[src/alu_cfg.svh]
// Encodings, field positions and constant masks of the subtract and compare datapath
`ifndef ALU_CFG_SVH
`define ALU_CFG_SVH

// Register and operand widths
`define REG_W 24
`define REG_ADDR_W 3
`define INSTR_W 16

// Instruction field positions (bit 0 of the format is the word's MSB)
`define FMT_RI_BIT 15
`define RI_OPC_HI 15
`define RI_OPC_LO 11
`define RI_REG_HI 10
`define RI_REG_LO 9
`define RI_SEL_BIT 8
`define IMM_HI 7
`define IMM_LO 0
`define RR_SECOND_HI 14
`define RR_SECOND_LO 12
`define RR_SECOND_SEL 12
`define RR_SECOND_SHORT_LO 13
`define RR_ZERO_BIT 11
`define RR_FIRST_HI 10
`define RR_FIRST_LO 8
`define RR_FIRST_SEL 8
`define RR_OPC_HI 7
`define RR_OPC_LO 0

// Short register fields address odd registers only
`define ODD_REG_LSB 1'b1
`define BRANCH_REG 3'h0

// Immediate-format opcodes (format bits 0 to 4)
`define RI_SUB_IMM 5'h14
`define RI_CMP_IMM 5'h16

// Register-format opcodes (format bits 8 to 15)
`define OPC_SUB_HALF 8'hA0
`define OPC_SUB_BYTE 8'h28
`define OPC_ADD_BYTE 8'h18
`define OPC_CMP_BYTE 8'h38
`define OPC_FULL_MASK 8'h08
`define OPC_CMP_MASK 8'h10

// Condition masks over the 24-bit aligned result
`define ZMASK_FULL 24'hFF_FFFF
`define ZMASK_HALF 24'h00_FFFF
`define ZMASK_BYTE0 24'h00_FF00

`endif

[src/alu_pkg.sv]
// Types shared by the subtract and compare datapath
package alu_pkg;

    typedef enum logic [3:0] {
        OP_NONE,
        OP_SUB_IMM,
        OP_SUB_FULL,
        OP_SUB_HALF,
        OP_SUB_BYTE,
        OP_ADD_BYTE,
        OP_CMP_IMM,
        OP_CMP_FULL,
        OP_CMP_HALF,
        OP_CMP_BYTE
    } op_t;

    typedef struct packed {
        op_t op;
        logic [2:0] first_operand_reg;
        logic [2:0] second_operand_reg;
        logic first_byte_select;
        logic second_byte_select;
        logic [7:0] imm;
    } decoded_t;

    typedef struct packed {
        logic [23:0] a;
        logic [23:0] b;
        logic subtract;
        logic wide;
        logic [23:0] zmask;
    } operands_t;

    typedef struct packed {
        logic [23:0] sum;
        logic carry;
        logic zero;
    } alu_res_t;

    typedef struct packed {
        logic valid;
        logic [2:0] addr;
        logic [23:0] data;
    } wb_t;

    typedef struct packed {
        logic valid;
        logic [23:0] addr;
    } branch_t;

endpackage : alu_pkg

[src/arith_unit.sv]
// Aligned 24-bit add/subtract unit with carry and zero extraction
`timescale 1ns/100ps
`include "alu_cfg.svh"
module arith_unit (
    // Prepared operands
    input wire alu_pkg::operands_t ops,
    // Result and condition
    output alu_pkg::alu_res_t res
);

    // Ripple of one 16-bit slice, used for the low and high parts
    function automatic logic [16:0] sum17(input logic [15:0] x, input logic [15:0] y,
                                          input logic cin);
        sum17 = {1'b0, x} + {1'b0, y} + {16'h0000, cin};
    endfunction : sum17

    logic [23:0] b_eff;
    logic [16:0] low;
    logic [16:0] high;
    logic carry_out;

    // Subtraction adds the inverted operand plus one
    always_comb begin
        b_eff = ops.subtract ? ~ops.b : ops.b;
        low = sum17(ops.a[15:0], b_eff[15:0], ops.subtract);
        high = sum17({8'h00, ops.a[23:16]}, {8'h00, b_eff[23:16]}, low[16]);
        // Narrow forms sense the carry out of byte 0, so byte X never counts
        carry_out = ops.wide ? high[8] : low[16];
        res.sum = {high[7:0], low[15:0]};
        // A missing carry on subtract means a borrow: the result went negative
        res.carry = ops.subtract ? ~carry_out : carry_out;
        res.zero = ((res.sum & ops.zmask) == 24'h00_0000);
    end

endmodule : arith_unit

[src/subtract_compare_alu.sv]
// Subtract, compare and add-byte execution datapath with condition latches
//
// Operation
// - add-byte wide: carry from byte 0, zero bytes 0-1
// - byte X computed but sets latches only in full forms
// - subtract immediate from byte 0 or halfword
// - short register fields address odd registers
// - short operand zero-extended before subtracting
// - subtract adds two's complement; negative stays complemented
// - immediate subtract: carry negative, zero equal
// - full subtract uses all three bytes
// - full subtract: carry negative, zero zero
// - halfword subtract excludes byte X, 16-bit flags
// - register 0 destination branches, latches kept
// - byte subtract from X0 or X01
// - subtract forms differ by opcode bit 12
// - compare forms differ by bit 12, bit 11 set
// - compare immediate alters neither operand
// - compares are unsigned over all bits
// - compare immediate: carry less, zero equal
// - full compare over three bytes
// - halfword compare over bytes 0 and 1
`timescale 1ns/100ps
`include "alu_cfg.svh"
module subtract_compare_alu (
    // Clock and reset
    input wire logic clk_sys,
    input wire logic rst,
    // Instruction issue
    input wire logic instr_valid,
    input wire logic [15:0] instr,
    // Register file read ports, answered in the same cycle
    output logic [2:0] rd_first_addr,
    output logic [2:0] rd_second_addr,
    input wire logic [23:0] rd_first_data,
    input wire logic [23:0] rd_second_data,
    // Result write-back
    output alu_pkg::wb_t wb,
    // Condition latches
    output logic carry_latch,
    output logic zero_latch,
    // Branch request and decode error
    output alu_pkg::branch_t branch,
    output logic illegal_op
);

    // Odd register address from a two-bit field
    function automatic logic [2:0] odd_reg(input logic [1:0] field);
        odd_reg = {field, `ODD_REG_LSB};
    endfunction : odd_reg

    // Byte 0 sits above byte 1 inside the halfword
    function automatic logic [7:0] pick_byte(input logic [23:0] r, input logic sel);
        pick_byte = sel ? r[7:0] : r[15:8];
    endfunction : pick_byte

    // Place a byte at byte 0 (sel 0) or at byte 1 (sel 1), rest zero
    function automatic logic [23:0] align_byte(input logic [7:0] v, input logic sel);
        align_byte = sel ? {16'h0000, v} : {8'h00, v, 8'h00};
    endfunction : align_byte

    alu_pkg::decoded_t dec;
    alu_pkg::operands_t ops;
    alu_pkg::alu_res_t res;
    logic writes;
    logic keep_x;
    logic is_compare;
    logic to_branch;
    logic [7:0] rr_opc;

    // Decode the instruction word into operation and register fields
    always_comb begin
        rr_opc = instr[`RR_OPC_HI:`RR_OPC_LO];
        dec.op = alu_pkg::OP_NONE;
        dec.imm = instr[`IMM_HI:`IMM_LO];
        dec.first_byte_select = instr[`RR_FIRST_SEL];
        dec.second_byte_select = instr[`RR_SECOND_SEL];
        dec.first_operand_reg = instr[`RR_FIRST_HI:`RR_FIRST_LO];
        dec.second_operand_reg = instr[`RR_SECOND_HI:`RR_SECOND_LO];
        if (instr[`FMT_RI_BIT]) begin
            dec.first_operand_reg = odd_reg(instr[`RI_REG_HI:`RI_REG_LO]);
            dec.first_byte_select = instr[`RI_SEL_BIT];
            if (instr[`RI_OPC_HI:`RI_OPC_LO] == `RI_SUB_IMM) begin
                dec.op = alu_pkg::OP_SUB_IMM;
            end else if (instr[`RI_OPC_HI:`RI_OPC_LO] == `RI_CMP_IMM) begin
                dec.op = alu_pkg::OP_CMP_IMM;
            end
        end else if (!instr[`RR_ZERO_BIT]) begin
            // Full and halfword forms share a pattern, bit 12 picks the width
            unique case (rr_opc & ~`OPC_FULL_MASK)
                `OPC_SUB_HALF: begin
                    dec.op = (rr_opc & `OPC_FULL_MASK) != 8'h00 ?
                             alu_pkg::OP_SUB_FULL : alu_pkg::OP_SUB_HALF;
                end
                (`OPC_SUB_HALF | `OPC_CMP_MASK): begin
                    dec.op = (rr_opc & `OPC_FULL_MASK) != 8'h00 ?
                             alu_pkg::OP_CMP_FULL : alu_pkg::OP_CMP_HALF;
                end
                default: begin
                    dec.op = alu_pkg::OP_NONE;
                end
            endcase
            // Byte forms carry short register fields with select bits
            if (rr_opc == `OPC_SUB_BYTE || rr_opc == `OPC_ADD_BYTE ||
                rr_opc == `OPC_CMP_BYTE) begin
                dec.first_operand_reg = odd_reg(instr[`RR_FIRST_HI:`RI_REG_LO]);
                dec.second_operand_reg = odd_reg(instr[`RR_SECOND_HI:`RR_SECOND_SHORT_LO]);
                dec.op = rr_opc == `OPC_SUB_BYTE ? alu_pkg::OP_SUB_BYTE :
                         rr_opc == `OPC_ADD_BYTE ? alu_pkg::OP_ADD_BYTE :
                         alu_pkg::OP_CMP_BYTE;
            end
        end
    end

    // Register reads are driven straight from the decode
    assign rd_first_addr = dec.first_operand_reg;
    assign rd_second_addr = dec.second_operand_reg;

    // Align both operands so every narrow carry leaves bit 15
    always_comb begin
        ops.a = rd_first_data;
        ops.b = rd_second_data;
        ops.subtract = 1'b1;
        ops.wide = 1'b0;
        ops.zmask = `ZMASK_HALF;
        writes = 1'b0;
        keep_x = 1'b0;
        is_compare = 1'b0;
        unique case (dec.op)
            alu_pkg::OP_SUB_IMM: begin
                ops.b = align_byte(dec.imm, dec.first_byte_select);
                ops.zmask = dec.first_byte_select ? `ZMASK_HALF : `ZMASK_BYTE0;
                writes = 1'b1;
            end
            alu_pkg::OP_SUB_FULL: begin
                ops.wide = 1'b1;
                ops.zmask = `ZMASK_FULL;
                writes = 1'b1;
            end
            alu_pkg::OP_SUB_HALF: begin
                ops.b = {8'h00, rd_second_data[15:0]};
                writes = 1'b1;
                keep_x = 1'b1;
            end
            alu_pkg::OP_SUB_BYTE, alu_pkg::OP_ADD_BYTE: begin
                ops.b = align_byte(pick_byte(rd_second_data, dec.second_byte_select),
                                   dec.first_byte_select);
                ops.subtract = (dec.op == alu_pkg::OP_SUB_BYTE);
                ops.zmask = dec.first_byte_select ? `ZMASK_HALF : `ZMASK_BYTE0;
                writes = 1'b1;
            end
            alu_pkg::OP_CMP_IMM: begin
                // Both bytes compared as plain unsigned values
                ops.a = align_byte(pick_byte(rd_first_data, dec.first_byte_select),
                                   1'b0);
                ops.b = align_byte(dec.imm, 1'b0);
                ops.zmask = `ZMASK_BYTE0;
                is_compare = 1'b1;
            end
            alu_pkg::OP_CMP_FULL: begin
                ops.wide = 1'b1;
                ops.zmask = `ZMASK_FULL;
                is_compare = 1'b1;
            end
            alu_pkg::OP_CMP_HALF: begin
                ops.a = {8'h00, rd_first_data[15:0]};
                ops.b = {8'h00, rd_second_data[15:0]};
                is_compare = 1'b1;
            end
            alu_pkg::OP_CMP_BYTE: begin
                ops.a = align_byte(pick_byte(rd_first_data, dec.first_byte_select), 1'b0);
                ops.b = align_byte(pick_byte(rd_second_data, dec.second_byte_select),
                                   1'b0);
                ops.zmask = `ZMASK_BYTE0;
                is_compare = 1'b1;
            end
            alu_pkg::OP_NONE: begin
                writes = 1'b0;
            end
        endcase
    end

    // Shared adder; byte X rides along but is masked out of the flags except in the full forms
    arith_unit u_arith (
        .ops(ops),
        .res(res)
    );

    // Register 0 as destination of the full or halfword forms becomes a branch
    assign to_branch = dec.first_operand_reg == `BRANCH_REG &&
                       (dec.op == alu_pkg::OP_SUB_FULL || dec.op == alu_pkg::OP_SUB_HALF ||
                        dec.op == alu_pkg::OP_CMP_FULL || dec.op == alu_pkg::OP_CMP_HALF);

    alu_pkg::wb_t wb_r;
    alu_pkg::wb_t wb_nxt;
    alu_pkg::branch_t branch_r;
    alu_pkg::branch_t branch_nxt;
    logic carry_r;
    logic carry_nxt;
    logic zero_r;
    logic zero_nxt;
    logic illegal_r;
    logic illegal_nxt;

    // Next state of write-back, latches and branch
    always_comb begin
        wb_nxt.valid = 1'b0;
        wb_nxt.addr = dec.first_operand_reg;
        wb_nxt.data = keep_x ? {rd_first_data[23:16], res.sum[15:0]} : res.sum;
        branch_nxt.valid = 1'b0;
        // Subtracts branch to their result, compares to register 0 as it stands
        branch_nxt.addr = is_compare ? rd_first_data : wb_nxt.data;
        carry_nxt = carry_r;
        zero_nxt = zero_r;
        illegal_nxt = 1'b0;
        if (instr_valid) begin
            illegal_nxt = (dec.op == alu_pkg::OP_NONE);
            if (to_branch) begin
                branch_nxt.valid = 1'b1;
                wb_nxt.valid = !is_compare;
            end else if (dec.op != alu_pkg::OP_NONE) begin
                // Compares never write, so neither operand changes
                wb_nxt.valid = writes;
                carry_nxt = res.carry;
                zero_nxt = res.zero;
            end
        end
    end

    // Registered outputs; latches clear at reset
    always_ff @(posedge clk_sys or posedge rst) begin
        if (rst) begin
            wb_r <= '0;
            branch_r <= '0;
            carry_r <= 1'b0;
            zero_r <= 1'b0;
            illegal_r <= 1'b0;
        end else begin
            wb_r <= wb_nxt;
            branch_r <= branch_nxt;
            carry_r <= carry_nxt;
            zero_r <= zero_nxt;
            illegal_r <= illegal_nxt;
        end
    end

    assign wb = wb_r;
    assign branch = branch_r;
    assign carry_latch = carry_r;
    assign zero_latch = zero_r;
    assign illegal_op = illegal_r;

    // Reference values that only the checks below read
    logic [16:0] chk_add16;
    logic [23:0] chk_diff;
    logic [7:0] chk_first_sel;

    always_comb begin
        chk_add16 = {1'b0, rd_first_data[15:0]} +
                    {9'h000, pick_byte(rd_second_data, dec.second_byte_select)};
        chk_diff = rd_first_data - rd_second_data;
        chk_first_sel = pick_byte(rd_first_data, dec.first_byte_select);
    end
endmodule : subtract_compare_alu

[config.mk]
export PLATFORM = sky130hd
export DESIGN_NAME = subtract_compare_alu
export DESIGN_NICKNAME = d
export VERILOG_FILES = /design/src/alu_pkg.sv /design/src/arith_unit.sv /design/src/subtract_compare_alu.sv
export VERILOG_INCLUDE_DIRS = /design/src /design/src/src
export SDC_FILE = /design/constraint.sdc
export NUM_CORES = 1
export LEC_CHECK = 0
export ABC_AREA = 1
export BUFFER_PORTS_ARGS = -buffer_cell sky130_fd_sc_hd__buf_2
export CORE_MARGIN = 8
export CORE_UTILIZATION = 55
export CTS_CLUSTER_DIAMETER = 50
export DETAILED_ROUTE_END_ITERATION = 16
export GPL_ROUTABILITY_DRIVEN = 0
export GPL_TIMING_DRIVEN = 0
export HOLD_SLACK_MARGIN = 0.1
export PLACE_DENSITY = 0.82
export SKIP_CTS_REPAIR_TIMING = 1
export SYNTH_ARGS = -nofsm -noshare
export SYNTH_HDL_FRONTEND = slang
export SYNTH_HIERARCHICAL = 1
export SYNTH_SLANG_ARGS = --single-unit
export TNS_END_PERCENT = 30
[constraint.sdc]
create_clock -name clk_sys -period 3.19 [get_ports clk_sys]
set_input_delay 0.638 -clock clk_sys [delete_from_list [all_inputs] [get_ports clk_sys]]
set_output_delay 0.638 -clock clk_sys [all_outputs]
set_load 0.01 [all_outputs]
==> key figures, run 1 <==
Status
  – Status: finished with violations
  – Failing checks: negative setup slack

Critical path
  – Slowest cell on crit path: fa_2
  – Reg2reg path depth: 2
  – Kind of critical path: in2reg
  – R2R setup slack: 2.57 ns
  – Worst r2r src: carry_latch$_DFFE_PP0P_
  – CP most frequent cell: nand2_2
  – Worst Path Arrival: 5.60 ns
  – RR Endpoint: carry_latch$_DFFE_PP0P_
  – Crit path capture type: flip-flop
  – Crit path largest cell delay: 0.43 ns
  – Worst Path Required: 3.46 ns
  – Worst setup SP type: primary input
  – Worst-path maximum fanout: 8

Place
  – Placed instance area: 5930 sq um
  – Post-DP HPWL: 12000 microns
  – Port Buffer Count: 127

Route
  – Final ANT Viol Nets: 0
  – Initial DRC Count: 661
  – Vias: 5780
  – Vias per cell: 5.58
  – WL final: 16700 microns
  – Wire per inst: 16.2 microns
  – 1st-pass router iterations: 5
  – Drc violations: 0

STA
  – Clock Skews: 0 ns
  – Fin crit share: 1.67
  – Fmax: 0.187 GHz
  – Final Worst Setup Slack: -2.15 ns
  – Worst slew pin tran: 0.969 ns
  – Slew Viols, Final: 0
  – Final hold vios: 0
  – Setup violators final: 42
  – Tmin final: 5.34 ns
  – Rel. slew slack: 0.347
  – RSZ-0062 raised after global routing: true

Clock network
  – H-tree levels: 2
  – Root Driver: clkbuf_8
  – Reg clk slew, reported paths: 0.11 ns
  – CTS tree: yes
  – Clock Path Buffers: 2
  – Clk sink count: 56
  – Number of CTS-inserted buffers: 5
  – Clk_lat worst skew: 0.32 ns

Die
  – Initial Utilization: 0.555
  – Number of core rows: 35
  – IO Count: 129
  – Chip Height: 112 microns
  – Chip width: 112 microns
  – Die Area: 12500 sq um
  – Core region area: 9060 sq um

Synth
  – Synth warn: 6
  – Yosys top cell by area: dfrtp_1
  – Synth cell types: 41
  – Post-synth top area share: 0.279
  – Synth Area per Inst: 6.85 sq um
  – FF+latch count, synth: 56
  – Post-Synthesis Cell Area: 5030 sq um
  – Register area share after synthesis: 0.279
  – Synth top area cells: dfrtp_1 28%, nand2_1 15%, inv_1 7.2%, ha_1 5.5%, nand3_1 5.5%
  – Synth Instances: 735

Cells and area
  – Layout cells sized above 1: 0.383
  – Fillers: 645
  – Most frequent cells in the layout: 176 x nand2_1, 123 x buf_2, 88 x inv_1
  – Most common cell after layout, fill and taps aside: nand2_1
  – Design area: 6790 sq um
  – Layout area overhead: 35.0%
  – Antenna diodes: 0
  – Nets@finish: 1016

Power and ir drop
  – Power Density: 384 nW/um^2
  – Internal Pwr Total: 1.56 mW
  – VDD IR max: 0.212 mV
  – Sw Pwr: 1.05 mW
  – Clk pwr share: 0.156
  – Combinational power share: 0.502
  – Sequential Power Share: 0.342
  – P_leak: 3.67 nW
  – Net Sw Frac: 0.403
  – Total Power: 2.61 mW

Global routing
  – Initial antenna violation count: 0
  – Largest net degree at the start of global routing: 37
  – First-pass GRT wire length: 23300 microns
  – GR Overflow Total: 0
  – Total GRT Usage: 0.224
  – Vias in the first global route: 5253

Hold path
  – Worst hold path class: in2async

Flow run
  – Maxcap violations: 0
sequential cells by signal, indices dropped and copies added, names as in the netlist:
name         flops
wb              28
carry_latch      1
illegal_op       1
branch          25
zero_latch       1
power groups by stage:
stage / clock network, mW / registers (mW) / logic [mW]
6_report: 0.407 / 0.891 / 1.31
5_1_grt: 0.444 / 0.907 / 1.42
4_1_cts: 0.408 / 0.894 / 1.07
3_5_place_dp: 0 / 0.909 / 1.07
3_3_place_gp: 0 / 0.902 / 1.03
2_1_floorplan: 0 / 0.997 / 0.609
layer usage:
metal  global-route usage  share of wire  up-vias
met5                    0              0        -
met4               0.0738          0.041        0
met3               0.0595           0.10       84
met2                0.381           0.47      408
met1                0.267           0.38     2583
li1                     -              -     2705
worst max-delay path, delay by kind of cell:
family	cells	cell delay [ns]
fa+ha+maj	3	1.24
buf+inv	5	0.42
compound gates	2	0.25
simple gates	30	3.00
worst max-delay path by stage:
| stage | slack [ns] | from | end | cells after the start |
|---|---|---|---|---|
| 5_1_grt | -2.33 | instr[2] | zero_latch$_DFFE_PP0P_ | 40 |
| 3_5_place_dp | -2.57 | instr[2] | zero_latch$_DFFE_PP0P_ | 41 |
| 6_report | -2.15 | instr[2] | zero_latch$_DFFE_PP0P_ | 40 |
| 3_3_place_gp | -2.44 | instr[2] | zero_latch$_DFFE_PP0P_ | 41 |
| 2_1_floorplan | -1.54 | instr[1] | zero_latch$_DFFE_PP0P_ | 38 |
| 4_1_cts | -2.25 | instr[2] | zero_latch$_DFFE_PP0P_ | 41 |
area by class of cell:
type / count / area, sq um / area share
buffer: 19 / 140 / 0.0206
clock buffer: 5 / 68.8 / 0.0101
clock inverter: 3 / 22.5 / 0.00331
inverter: 105 / 418 / 0.0615
multi-input combinational: 562 / 3530 / 0.520
sequential: 56 / 1400 / 0.206
tap: 111 / 139 / 0.0204
timing repair buffer: 175 / 1070 / 0.158
cell usage after synthesis, drive strengths merged:
cell / n
a21oi: 32
inv: 105
nor3: 5
a21boi: 1
and2: 18
buf: 16
o21bai: 2
o21ai: 46
nand3b: 8
a21o: 2
nand4: 18
clkbuf: 3
fa: 3
nand3: 61
ha: 22
dfrtp: 56
or2: 3
o211ai: 7
xor2: 24
conb: 1
nand2: 227
a22oi: 2
nor2: 73
logic make-up (layout without fill, tap and decap cells):
group / count (synthesis) / in the layout / synth area share
compound gates: 92 / 92 / 0.117
fa+ha+maj: 25 / 25 / 0.0666
simple gates: 413 / 413 / 0.389
xor+xnor: 24 / 24 / 0.0418
flops: 56 / 56 / 0.279
other cells: 1 / 8 / 0.000745
buf+inv: 124 / 307 / 0.106
metrics by stage:
step	instances	setup TNS, ns	worst slack [ns]	utilization	hold WS [ns]
final	1036	-30.91	-2.15	0.749	0.316
after global routing	1036	-35.68	-2.33	0.749	0.351
after CTS	989	-33.90	-2.25	0.664	0.332
after detailed placement	981	-49.06	-2.57	0.654	0.475
after global placement	980	-43.97	-2.44	0.652	0.473
after floorplan	742	-18.46	-1.54	-	0.505
(Power assumes the default switching activity.)
==> inputs of run 2 (changes only) <==
ABC_AREA = unset   (was 1)
CORE_UTILIZATION = 54   (was 55)
clock period = 6 ns   (was 3.19 ns; I/O delays follow)
==> run 2 against run 1 <==
Net effect: the flow still finishes with violations (negative setup slack); setup slack better by 1.1 ns; non-clock buffer count is 21 lower; global-route usage is 0.62 points lower; sequential share of layout area is 2.8 points higher; register-to-register slack better by 2.6 ns; flip-flop and latch count stayed put; via count is 22% lower; routed wire length is 18% lower; cell area is 12% lower; total power is 50% lower; worst hold slack better by 0.21 ns.
==> key figures, run 2 <==
Cells and area
  – Layout cells sized above 1: 0.398
  – Antenna diodes: 0
  – Most frequent cells in the layout: 125 x buf_2, 56 x dfrtp_1, 36 x nand2_1
  – Most common cell after layout, fill and taps aside: buf_2
  – Layout area overhead: 28.4%
  – Design area: 5980 sq um
  – Nets@finish: 741
  – Final Util: 0.699
  – Post-route insts no fill: 758
  – Max reg flops: 28

Global routing
  – GR Overflow Total: 0
  – Vias in the first global route: 4354
  – Initial antenna violation count: 0
  – First-pass GRT wire length: 20900 microns
  – Largest net degree at the start of global routing: 43
  – Total GRT Usage: 0.217

Critical path
  – Kind of critical path: in2reg
  – Worst setup SP type: primary input
  – RR Endpoint: carry_latch$_DFFE_PP0P_
  – Worst Path Arrival: 7.27 ns
  – R2R setup slack: 5.21 ns
  – Worst-path maximum fanout: 5
  – Crit path from: instr[0]
  – Reg2reg path depth: 1
  – Worst r2r src: carry_latch$_DFFE_PP0P_
  – Crit path capture type: flip-flop
  – Worst Path Required: 6.26 ns

Status
  – Status: finished with violations
  – Failing checks: negative setup slack

STA
  – Worst slew pin tran: 1.08 ns
  – Fin crit share: 1.17
  – Rel. slew slack: 0.280
  – Hold slack final: 0.522 ns
  – Final Worst Setup Slack: -1.00 ns
  – Setup violators final: 8
  – Tmin final: 7.00 ns
  – Fmax: 0.143 GHz
  – Slew Viols, Final: 0
  – Clock Skews: 0 ns
  – Setup_tns: -3.33 ns
  – RSZ-0062 raised after global routing: true
  – Final hold vios: 0

Place
  – Post-DP HPWL: 10700 microns
  – Placed instance area: 5580 sq um
  – Port Buffer Count: 126
  – Setup WS pre-CTS: -1.94 ns
  – Placed cells: 729

Synth
  – Post-synth EDFFs: 0
  – Register area share after synthesis: 0.301
  – Synth cell types: 74
  – Most numerous cell in the Yosys netlist: dfrtp_1
  – Yosys top cell by area: dfrtp_1
  – Synth Area per Inst: 9.72 sq um
  – Ys async rst share: 1.00
  – Post-synth top area share: 0.301
  – FF+latch count, synth: 56
  – Post-Synthesis Cell Area: 4660 sq um
  – Synth top cells by count: 56 x dfrtp_1, 38 x nand2_1, 33 x xor2_1, 27 x nor2_1, 24 x mux2_2
  – Synth warn: 6
  – Synth top area cells: dfrtp_1 30%, xor2_1 6.2%, ha_1 5.9%, mux2_2 5.8%, nand2_1 3.1%
  – Synth Instances: 479
  – Primary FF master, synth: dfrtp_1

Route
  – Drc violations: 0
  – Vias per cell: 5.92
  – Final ANT Viol Nets: 0
  – 1st-pass router iterations: 5
  – Wire per inst: 18.2 microns
  – Vias: 4484
  – WL final: 13800 microns
  – Initial DRC Count: 288

Power and ir drop
  – VDD IR max: 0.112 mV
  – Power Density: 219 nW/um^2
  – P_leak: 2.78 nW
  – Total Power: 1.31 mW

Clock network
  – Reg clk slew, reported paths: 0.11 ns
  – Number of CTS-inserted buffers: 5
  – Clk sink count: 56
  – Clk_lat worst skew: 0.31 ns
  – CTS tree: yes
  – Root Driver: clkbuf_8
  – Clock Path Buffers: 2
  – H-tree levels: 2

Flow run
  – Maxcap violations: 0

Die
  – IO Count: 129
  – Chip width: 109 microns
  – Number of core rows: 34
  – Chip Height: 109 microns
  – Die Area: 11900 sq um
  – Core region area: 8550 sq um
  – Initial Utilization: 0.545

Hold path
  – Worst hold path class: reg2reg
  – Worst Hold Launch: zero_latch$_DFFE_PP0P_
  – Hold path depth: 1
  – Worst hold endpoint: zero_latch$_DFFE_PP0P_
[run 2: cell count changes after synthesis, sizes merged, moves of 10 or more]
cell,before,now
a21oi,32,22
and3,0,10
inv,105,16
mux2,0,43
mux2i,0,11
nand2,227,38
nand3,61,7
nand4,18,5
nor2,73,28
o21ai,46,18
o221ai,0,10
xnor2,0,11
[run 2: layout make-up]
| class | count | area, sq um |
|---|---|---|
| repair buffers | 150 | 852 |
| clock buffers | 5 | 68.8 |
| clock inverters | 3 | 21.3 |
| flip-flops and latches | 56 | 1400 |
| inverters | 17 | 68.8 |
| well taps | 108 | 135 |
| plain buffers | 23 | 143 |
| fillers | 660 | 2570 |
| multi-input cells | 396 | 3290 |
[run 2: kinds of logic (layout without fill, tap and decap cells)]
kind of cell               count (synthesis)  count (layout)  synth area share
other                                      1              16          0.000805
adders and majority gates                 25              25            0.0720
DFF                                       56              56             0.301
xor gates and xnor gates                  44              44            0.0828
AOI/OAI and AO/OA                        107             107             0.185
muxes                                     54              54             0.134
buffers and inverters                     42             198            0.0435
and+or+nand+nor                          150             150             0.181
[run 2: worst max-delay path by stage]
stage | cells past startpoint | slack [ns] | end
global route | 27 | -1.23 | zero_latch$_DFFE_PP0P_
detailed placement | 27 | -1.94 | zero_latch$_DFFE_PP0P_
floorplan | 27 | -0.93 | zero_latch$_DFFE_PP0P_
global placement | 27 | -1.84 | zero_latch$_DFFE_PP0P_
finish | 27 | -1.00 | zero_latch$_DFFE_PP0P_
CTS | 27 | -1.67 | zero_latch$_DFFE_PP0P_
[run 2: routing by layer]
metal  track usage  wire (microns)
met4        0.0753             342
met1         0.279            5630
met5             0               0
met3        0.0296            1050
met2         0.366            6780
[run 2: critical path: stages]
cell and delay, ns:
buf_6 0.09, or3_4 0.43, or2_4 0.32, o21ai_4 0.24
o21a_4 0.18, nor2_4 0.05, a221o_1 0.38, mux2i_2 0.22
inv_1 0.09, fa_2 0.37, a21o_1 0.21, a221oi_4 0.29
o221ai_2 0.17, nand2_2 0.15, a211oi_2 0.08, o21ai_1 0.18
nand2b_1 0.11, fa_2 0.36, fa_2 0.45, a222oi_1 0.35
o211ai_1 0.19, nor4_2 0.21, nand4_1 0.18, a2111oi_2 0.26
nand3_1 0.13, a221oi_2 0.19, mux2_1 0.16
[run 2: power by group]
group          switching, mW  total [mW]  internal [mW]
Clock                  0.134       0.217         0.0834
Sequential            0.0215       0.488          0.467
Combinational          0.333       0.605          0.272
Total                  0.488        1.31          0.822
